**src/rtl/abx_map.vh**
```
// opcode fields, status bit positions and reset values of the execute block
// assumes 14-bit instruction words and a 7-bit file address
`ifndef ABX_MAP_VH
`define ABX_MAP_VH
`define ABX_OPW 14
`define ABX_FAW 7
`define ABX_OP_ADD_FILE 6'h07
`define ABX_OP_AND_FILE 6'h05
`define ABX_OP_BIT_CLR 4'h4
`define ABX_OP_BIT_SET 4'h5
`define ABX_OP_TEST_ZERO 4'h6
`define ABX_OP_TEST_ONE 4'h7
`define ABX_OP_ADD_LIT 5'h1f
`define ABX_OP_AND_LIT 6'h39
`define ABX_OP_WDOG_RESTART 14'h0064
`define ABX_ST_C 0
`define ABX_ST_DIG 1
`define ABX_ST_Z 2
`define ABX_ST_PWR 3
`define ABX_ST_TMO 4
`define ABX_ACC_RST 8'h00
`define ABX_ST_RST 5'h18
`define ABX_TIMER0_ADDR 7'h01
`define ABX_PORT_LO 7'h05
`define ABX_PORT_HI 7'h09
`endif

```
**src/rtl/abx_exec.v**
```verilog
// execute stage for accumulator, bit and watchdog-restart instructions
// assumes one instruction per mclk cycle, given with a valid strobe; the
// file memory is external with combinational read data
//
// How it works
// - add literal adds immediate to accumulator, sets c, dc, z
// - add with file adds file byte to accumulator, sets c, dc, z
// - destination bit 0 writes accumulator, 1 writes file register
// - and literal ands immediate into accumulator, sets only z
// - and with file ands, routes by destination, sets only z
// - bit clear zeroes chosen bit of file, flags untouched
// - bit set raises chosen bit of file, flags untouched
// - skip next instruction as no-operation when tested bit is zero
// - skip next instruction as no-operation when tested bit is one
// - watchdog restart clears watchdog counter and its prescaler
// - watchdog restart sets timeout and power-down flags to one
// - self-modifying port operations read pin levels, not latches
// - writing timer zero clears its prescaler when assigned to it
//
// The register offsets and the address-and-strobe port were decided locally.
`timescale 1ns/10ps
`include "abx_map.vh"
module abx_exec (
  // clock and reset
  input wire mclk,
  input wire arst_n,
  // instruction in
  input wire instr_valid,
  input wire [13:0] instr,
  // file memory read side
  output wire [6:0] file_addr,
  input wire [7:0] file_rdata,
  // file memory write side
  output reg file_we,
  output reg [6:0] file_waddr,
  output reg [7:0] file_wdata,
  // port pins and timer
  input wire [7:0] port_pins,
  input wire psa_timer0,
  // watchdog and timer prescalers
  output reg wdog_clear,
  output reg wdog_presc_clear,
  output reg timer0_presc_clear,
  // core state
  output reg [7:0] accum,
  output reg [4:0] status,
  output reg skip_active,
  output reg illegal
);
  //----------------------------------------
  // pin synchroniser
  //----------------------------------------
  // two flops per pin; only the second flop feeds the operand mux
  wire [7:0] pin_sync;
  genvar gi;
  generate
    for (gi = 0; gi < 8; gi = gi + 1) begin : g_pin
      reg s1;
      reg s2;
      always @(posedge mclk or negedge arst_n) begin
        if (!arst_n) begin
          s1 <= 1'b0;
          s2 <= 1'b0;
        end else begin
          s1 <= port_pins[gi];
          s2 <= s1;
        end
      end
      assign pin_sync[gi] = s2;
    end
  endgenerate

  //----------------------------------------
  // decode helpers
  //----------------------------------------
  // port registers sit in one address window
  function is_port;
    input [6:0] a;
    begin
      is_port = (a >= `ABX_PORT_LO) && (a <= `ABX_PORT_HI);
    end
  endfunction

  // bit-oriented group, keyed by the top four bits
  function is_bit_op;
    input [13:0] w;
    input [3:0] code;
    begin
      is_bit_op = (w[13:10] == code);
    end
  endfunction

  // byte-oriented group and and literal, keyed by the top six bits; add literal uses the top five
  function is_byte_op;
    input [13:0] w;
    input [5:0] code;
    begin
      is_byte_op = (w[13:8] == code);
    end
  endfunction

  //----------------------------------------
  // decode
  //----------------------------------------
  localparam SK_RUN = 1'b0;
  localparam SK_DROP = 1'b1;
  reg sk_state;
  wire go;
  wire [7:0] lit;
  wire dst;
  wire op_add_lit;
  wire op_add_file;
  wire op_and_lit;
  wire op_and_file;
  wire op_bit_clr;
  wire op_bit_set;
  wire op_test_zero;
  wire op_test_one;
  wire op_wdog;
  wire known;
  // a dropped slot executes as a no-operation
  assign go = instr_valid & (sk_state == SK_RUN);
  assign lit = instr[7:0];
  assign dst = instr[7];
  assign file_addr = instr[6:0];
  assign op_add_lit = go & (instr[13:9] == `ABX_OP_ADD_LIT);
  assign op_and_lit = go & is_byte_op(instr, `ABX_OP_AND_LIT);
  assign op_add_file = go & is_byte_op(instr, `ABX_OP_ADD_FILE);
  assign op_and_file = go & is_byte_op(instr, `ABX_OP_AND_FILE);
  assign op_bit_clr = go & is_bit_op(instr, `ABX_OP_BIT_CLR);
  assign op_bit_set = go & is_bit_op(instr, `ABX_OP_BIT_SET);
  assign op_test_zero = go & is_bit_op(instr, `ABX_OP_TEST_ZERO);
  assign op_test_one = go & is_bit_op(instr, `ABX_OP_TEST_ONE);
  assign op_wdog = go & (instr == `ABX_OP_WDOG_RESTART);
  assign known = op_add_lit | op_add_file | op_and_lit | op_and_file |
    op_bit_clr | op_bit_set | op_test_zero | op_test_one | op_wdog;

  //----------------------------------------
  // operand select
  //----------------------------------------
  wire lit_op;
  wire sel_and;
  wire [7:0] fsrc;
  wire [7:0] opb;
  assign lit_op = op_add_lit | op_and_lit;
  assign sel_and = op_and_lit | op_and_file;
  // port registers read the pin levels, not the output latches
  assign fsrc = is_port(file_addr) ? pin_sync : file_rdata;
  assign opb = lit_op ? lit : fsrc;

  //----------------------------------------
  // datapath
  //----------------------------------------
  wire [7:0] res;
  wire c_o;
  wire dc_o;
  wire z_o;
  wire [7:0] set_val;
  wire [7:0] clr_val;
  wire bit_val;
  abx_alu abx_alu_i (
    .opa(accum),
    .opb(opb),
    .sel_and(sel_and),
    .res(res),
    .carry(c_o),
    .dcarry(dc_o),
    .zero(z_o)
  );
  abx_bitop abx_bitop_i (
    .din(fsrc),
    .pos(instr[9:7]),
    .set_val(set_val),
    .clr_val(clr_val),
    .bit_val(bit_val)
  );

  //----------------------------------------
  // skip sequencer
  //----------------------------------------
  reg next_sk_state;
  always @* begin
    next_sk_state = sk_state;
    case (sk_state)
      SK_RUN: begin
        if (op_test_zero && !bit_val) begin
          next_sk_state = SK_DROP;
        end else if (op_test_one && bit_val) begin
          next_sk_state = SK_DROP;
        end
      end
      SK_DROP: begin
        // the pending skip is spent on the next valid slot only
        if (instr_valid) begin
          next_sk_state = SK_RUN;
        end
      end
      default: begin
        next_sk_state = SK_RUN;
      end
    endcase
  end

  //----------------------------------------
  // accumulator and flags
  //----------------------------------------
  reg [7:0] next_accum;
  reg [4:0] next_status;
  always @* begin
    next_accum = accum;
    next_status = status;
    if (op_add_lit) begin
      next_accum = res;
      next_status[`ABX_ST_C] = c_o;
      next_status[`ABX_ST_DIG] = dc_o;
      next_status[`ABX_ST_Z] = z_o;
    end else if (op_add_file) begin
      next_status[`ABX_ST_C] = c_o;
      next_status[`ABX_ST_DIG] = dc_o;
      next_status[`ABX_ST_Z] = z_o;
      if (!dst) begin
        next_accum = res;
      end
    end else if (op_and_lit) begin
      next_accum = res;
      next_status[`ABX_ST_Z] = z_o;
    end else if (op_and_file) begin
      next_status[`ABX_ST_Z] = z_o;
      if (!dst) begin
        next_accum = res;
      end
    end else if (op_wdog) begin
      next_status[`ABX_ST_TMO] = 1'b1;
      next_status[`ABX_ST_PWR] = 1'b1;
    end
  end

  //----------------------------------------
  // file write path
  //----------------------------------------
  reg next_we;
  reg [7:0] next_wdata;
  always @* begin
    next_we = 1'b0;
    next_wdata = 8'h00;
    if (op_add_file && dst) begin
      next_we = 1'b1;
      next_wdata = res;
    end else if (op_and_file && dst) begin
      next_we = 1'b1;
      next_wdata = res;
    end else if (op_bit_clr) begin
      next_we = 1'b1;
      next_wdata = clr_val;
    end else if (op_bit_set) begin
      next_we = 1'b1;
      next_wdata = set_val;
    end
  end

  //----------------------------------------
  // prescaler pulses
  //----------------------------------------
  // a write into the timer counter restarts its prescaler when it owns it
  wire next_timer0_clr;
  assign next_timer0_clr = next_we & psa_timer0 &
    (file_addr == `ABX_TIMER0_ADDR);

  //----------------------------------------
  // core registers
  //----------------------------------------
  always @(posedge mclk or negedge arst_n) begin
    if (!arst_n) begin
      accum <= `ABX_ACC_RST;
    end else begin
      accum <= next_accum;
    end
  end

  always @(posedge mclk or negedge arst_n) begin
    if (!arst_n) begin
      status <= `ABX_ST_RST;
    end else begin
      status <= next_status;
    end
  end

  always @(posedge mclk or negedge arst_n) begin
    if (!arst_n) begin
      sk_state <= SK_RUN;
      skip_active <= 1'b0;
    end else begin
      sk_state <= next_sk_state;
      skip_active <= (next_sk_state == SK_DROP);
    end
  end

  //----------------------------------------
  // file write registers
  //----------------------------------------
  always @(posedge mclk or negedge arst_n) begin
    if (!arst_n) begin
      file_we <= 1'b0;
      file_waddr <= 7'h00;
      file_wdata <= 8'h00;
    end else begin
      file_we <= next_we;
      file_waddr <= file_addr;
      file_wdata <= next_wdata;
    end
  end

  //----------------------------------------
  // pulse registers
  //----------------------------------------
  always @(posedge mclk or negedge arst_n) begin
    if (!arst_n) begin
      wdog_clear <= 1'b0;
      wdog_presc_clear <= 1'b0;
    end else begin
      wdog_clear <= op_wdog;
      wdog_presc_clear <= op_wdog;
    end
  end

  always @(posedge mclk or negedge arst_n) begin
    if (!arst_n) begin
      timer0_presc_clear <= 1'b0;
    end else begin
      timer0_presc_clear <= next_timer0_clr;
    end
  end

  always @(posedge mclk or negedge arst_n) begin
    if (!arst_n) begin
      illegal <= 1'b0;
    end else begin
      illegal <= go & ~known;
    end
  end
endmodule

```
**src/rtl/abx_alu.v**
```verilog
// adder and and-unit of the execute block
// assumes operands are stable during the execute cycle
`timescale 1ns/10ps
module abx_alu (
  // operands
  input wire [7:0] opa,
  input wire [7:0] opb,
  input wire sel_and,
  // results
  output wire [7:0] res,
  output wire carry,
  output wire dcarry,
  output wire zero
);
  wire [8:0] sum;
  wire [4:0] lo;
  assign sum = {1'b0, opa} + {1'b0, opb};
  assign lo = {1'b0, opa[3:0]} + {1'b0, opb[3:0]};
  assign res = sel_and ? (opa & opb) : sum[7:0];
  assign carry = sum[8];
  assign dcarry = lo[4];
  assign zero = (res == 8'h00);
endmodule

```
**src/rtl/abx_bitop.v**
```verilog
// bit set, clear and test on one file byte
// assumes a 3-bit position field from the opcode
`timescale 1ns/10ps
module abx_bitop (
  // operand
  input wire [7:0] din,
  input wire [2:0] pos,
  // results
  output wire [7:0] set_val,
  output wire [7:0] clr_val,
  output wire bit_val
);
  wire [7:0] mask;
  assign mask = 8'h01 << pos;
  assign set_val = din | mask;
  assign clr_val = din & ~mask;
  assign bit_val = |(din & mask);
endmodule

```
**config.mk**
```make
export PLATFORM = sky130hd
export DESIGN_NAME = abx_exec
export DESIGN_NICKNAME = d
export VERILOG_FILES = /design/src/rtl/abx_exec.v /design/src/rtl/abx_alu.v /design/src/rtl/abx_bitop.v
export VERILOG_INCLUDE_DIRS = /design/src /design/src/rtl
export SDC_FILE = /design/constraint.sdc
export NUM_CORES = 1
export LEC_CHECK = 0
export ABC_AREA = 1
export BUFFER_PORTS_ARGS = -buffer_cell sky130_fd_sc_hd__buf_2
export CORE_UTILIZATION = 51
export CTS_BUF_LIST = sky130_fd_sc_hd__clkbuf_4 sky130_fd_sc_hd__clkbuf_8
export CTS_CLUSTER_DIAMETER = 100
export CTS_CLUSTER_SIZE = 28
export DETAILED_ROUTE_END_ITERATION = 10
export PLACE_DENSITY_LB_ADDON = 0.2
export SKIP_LAST_GASP = 1
export SLEW_MARGIN = 20
export SYNTH_ARGS = -nofsm -noshare
export SYNTH_HDL_FRONTEND = slang
export SYNTH_HIERARCHICAL = 1
export SYNTH_SLANG_ARGS = --single-unit
```
**constraint.sdc**
```tcl
create_clock -name mclk -period 2.55 [get_ports mclk]
set_clock_uncertainty 0.2 [all_clocks]
set_input_delay 0.255 -clock mclk [delete_from_list [all_inputs] [get_ports mclk]]
set_output_delay 0.255 -clock mclk [all_outputs]
set_load 0.01 [all_outputs]
```
==> run summary <==
Synth area leaders: dfrtp_1 37%, nand2_1 12%, nand3_1 10%, inv_1 7.8%, nor2_1 4.2%
Post-synth top area share: 0.366
Share of cells above drive strength 1: 0.362
I/O pins: 75
Synthesized flop and latch total: 47
Fin crit period: 2530 ps
Worst setup EP type: register
CP max stage delay: 420 ps
CP max FO: 16
Max cap viols: 0
Status: finished clean
Worst Min Path Start: instr[1]
Crit path buf inv count: 4
Register area share after synthesis: 0.366
Critical path class: reg2reg
Psw: 982 uW
Starting Density: 0.536
CP arrival: 2570 ps
CP delay by family, top: simple AND/OR/NAND/NOR gates
R2R setup slack: 20 ps
Die H: 81.4 um
Setup_tns: 0 ps
H-tree levels: 2
DIE AREA: 0.00662 sq mm
DR vias: 3245
First-pass DRT Iterations: 4
Syn avg cell area: 7.24 sq um
Fin crit share: 0.991
Overall Power: 2.71 mW
First-pass GRT wire length: 13.4 mm
Initial DRC count: 200
Max IR drop VDD: 0.497 mV
Multi-input gate area: 0.00174 sq mm
Dpl ws: -157 ps
Ys Warns: 6
Slowest stage cell on the critical path: dfrtp_1
Largest net degree at the start of global routing: 30
Register clock-pin slew on the reported worst setup and hold paths: 90 ps
GRT Util Overall: 0.265
Fillers: 478
Drt total wl: 8.26 mm
Net Sw Frac: 0.363
RR Startpoint: sk_state
Clock Power Share: 0.242
Placer congestion estimate: 0.922
Final worst slack: 23.3 ps
Data required, critical path: 2600 ps
Cell Rows: 28
Clock Path Buffers: 2
CTS Buf Count: 5
RSZ-0062 raised after global routing: yes
DR WL/cell: 13.0 um
Pwr Density: 638 mW/mm^2
Final routed DRC violation total: 0
HP Class: in2reg
Synth area leader: dfrtp_1
DR vias/cell: 5.10
Grt total ovfl: 0
Die Width: 81.4 um
Internal: 1.72 mW
Post-DP HPWL: 6.28 mm
Crit-path cells: inv_2 -> nand2_2 -> nor2_4 -> nand2_2 -> nand2_4 -> inv_8 -> nand3_2 -> o21ai_2 -> ha_4 -> nand2_1 -> nand2_2 -> inv_2 -> nand2_2 -> nand2_1 -> nand3_2 -> nand2_2 -> inv_2 -> nand3_1 -> nor2_1 -> nand2_1 -> nand2_1
Reg power frac: 0.333
Combinational share of power: 0.426
CTS sink cnt: 47
N_diodes: 0
Final Max Slew Viols: 0
Clock Latency Late Sink: 300 ps
Post-Syn Instances: 444
CTS tree: done
Max frequency: 396 MHz
Core area: 0.00599 sq mm
Post-Syn Area: 0.00321 sq mm
IO Port Bufs: 72
FF+latch area: 0.00118 sq mm
Netlist cell types: 32
Setup crit start kind: register
Final-report hold violation count: 0
Lkg Pwr: 2.47 nW
Top cell by count, worst path: nand2_2
Remaining antenna violation count: 0
Vias in the first global route: 3087
Final Setup Violations: 0
# nets final: 603
CTS Root Cell: clkbuf_8
Synthesis-to-layout area growth: 32.0%
CP startpoint: sk_state
Initial antenna violation count: 0
layout by cell type, fill, tap and decap left out, types with 2 or more instances in the layout:
cell type      count
buf_4             38
inv_4              2
dfrtp_1           47
inv_1             64
nand2_2           20
a21oi_1           13
bufinv_16          2
inv_2             10
conb_1             2
and2_1             8
nand4_1            9
ha_4               5
o21ai_0            3
ha_1               2
nor2_1            33
ha_2               2
nand3_1           58
nand3_2           15
buf_2             72
nor2_4             2
clkbuf_8           5
o21ai_2            9
a21oi_2            3
nand2_1           99
dlygate4sd3_1     15
o21ai_1            2
nor2_2             9
nand2_4            4
per-stage QoR:
stage	cell area, sq um	hold slack (ps)	utilization	std cells
finish	4240	11.2	0.708	636
global placement	3810	25.5	0.636	612
floorplan	3220	-241	-	445
CTS	4110	3.29	0.687	635
detailed placement	3810	27.3	0.636	612
global route	4240	12.5	0.708	636
kinds of logic after synthesis:
kind of cell / share of synthesized area
AOI/OAI and AO/OA: 0.0678
adders and majority gates: 0.0350
buffers and inverters: 0.138
DFF: 0.366
other: 0.00117
and+or+nand+nor: 0.392
repair_timing:
item                       4_1_cts  5_1_grt
hold buffers                    15        0
buffers inserted                 0        1
hold endpoints to repair        32        0
gates resized for setup          3       26
pin swaps                        4       10
setup endpoints to repair        5       14
worst register-to-register path, delay by kind of cell, from the launching register on:
kind / cells / cell delay (ps)
and+or+nand+nor: 15 / 1270
DFF: 1 / 420
adders and majority gates: 1 / 290
buffers and inverters: 4 / 250
AOI/OAI and AO/OA: 1 / 70
power by group through the flow:
stage | clock network [mW] | logic, mW | registers (mW)
floorplan | 0 | 0.623 | 0.915
global placement | 0 | 0.983 | 0.895
detailed placement | 0 | 0.997 | 0.897
CTS | 0.666 | 1.04 | 0.887
global route | 0.697 | 1.29 | 0.908
finish | 0.654 | 1.15 | 0.900
flip-flops by register name (all words and copies together), names as in the netlist, 3 cells and up:
signal and cells:
file_waddr 7, g_pin.s1 8, g_pin.s2 8, accum 8
status 3, file_wdata 8
area by class of cell:
type                    instances  share of cell area
inverters                      77              0.0711
multi-input cells             304               0.410
flip-flops and latches         47               0.277
repair buffers                125               0.188
clock inverters                 2              0.0142
well taps                      75              0.0221
clock buffers                   6              0.0180
metal layers:
layer	global-route usage	part of all wire	up-vias
li1	-	-	1616
met1	0.344	0.44	1491
met2	0.449	0.48	118
met3	0.0416	0.055	20
met4	0.0804	0.022	0
met5	0	0	-
cells in the mapped netlist:
master	instances
nand2_1	104
inv_1	67
nand3_1	66
dfrtp_1	47
nor2_1	36
a21oi_1	15
nand2_2	15
buf_4	13
ha_1	9
nand4_1	9
o21ai_2	9
and2_1	8
inv_2	7
nand3_2	7
nor2_2	7
nand2_4	4
o21ai_0	3
buf_6	2
inv_4	2
o21ai_1	2
a21oi_2	1
a21oi_4	1
a31oi_1	1
buf_12	1
clkbuf_1	1
conb_1	1
inv_6	1
nand3b_1	1
nor2_4	1
nor2_8	1
o31ai_1	1
or2_2	1
path summary, 6_finish.rpt:
path                                       to  cells past startpoint
worst max register to register      status[2]                     21
worst min register to register    g_pin[1].s2                      0
min in group asynchronous             illegal                      2
max in group asynchronous            accum[0]                      3
worst min-delay path            file_waddr[1]                      2
worst max-delay path                status[2]                     21
Note: power is estimated with default switching activity, not from simulation.
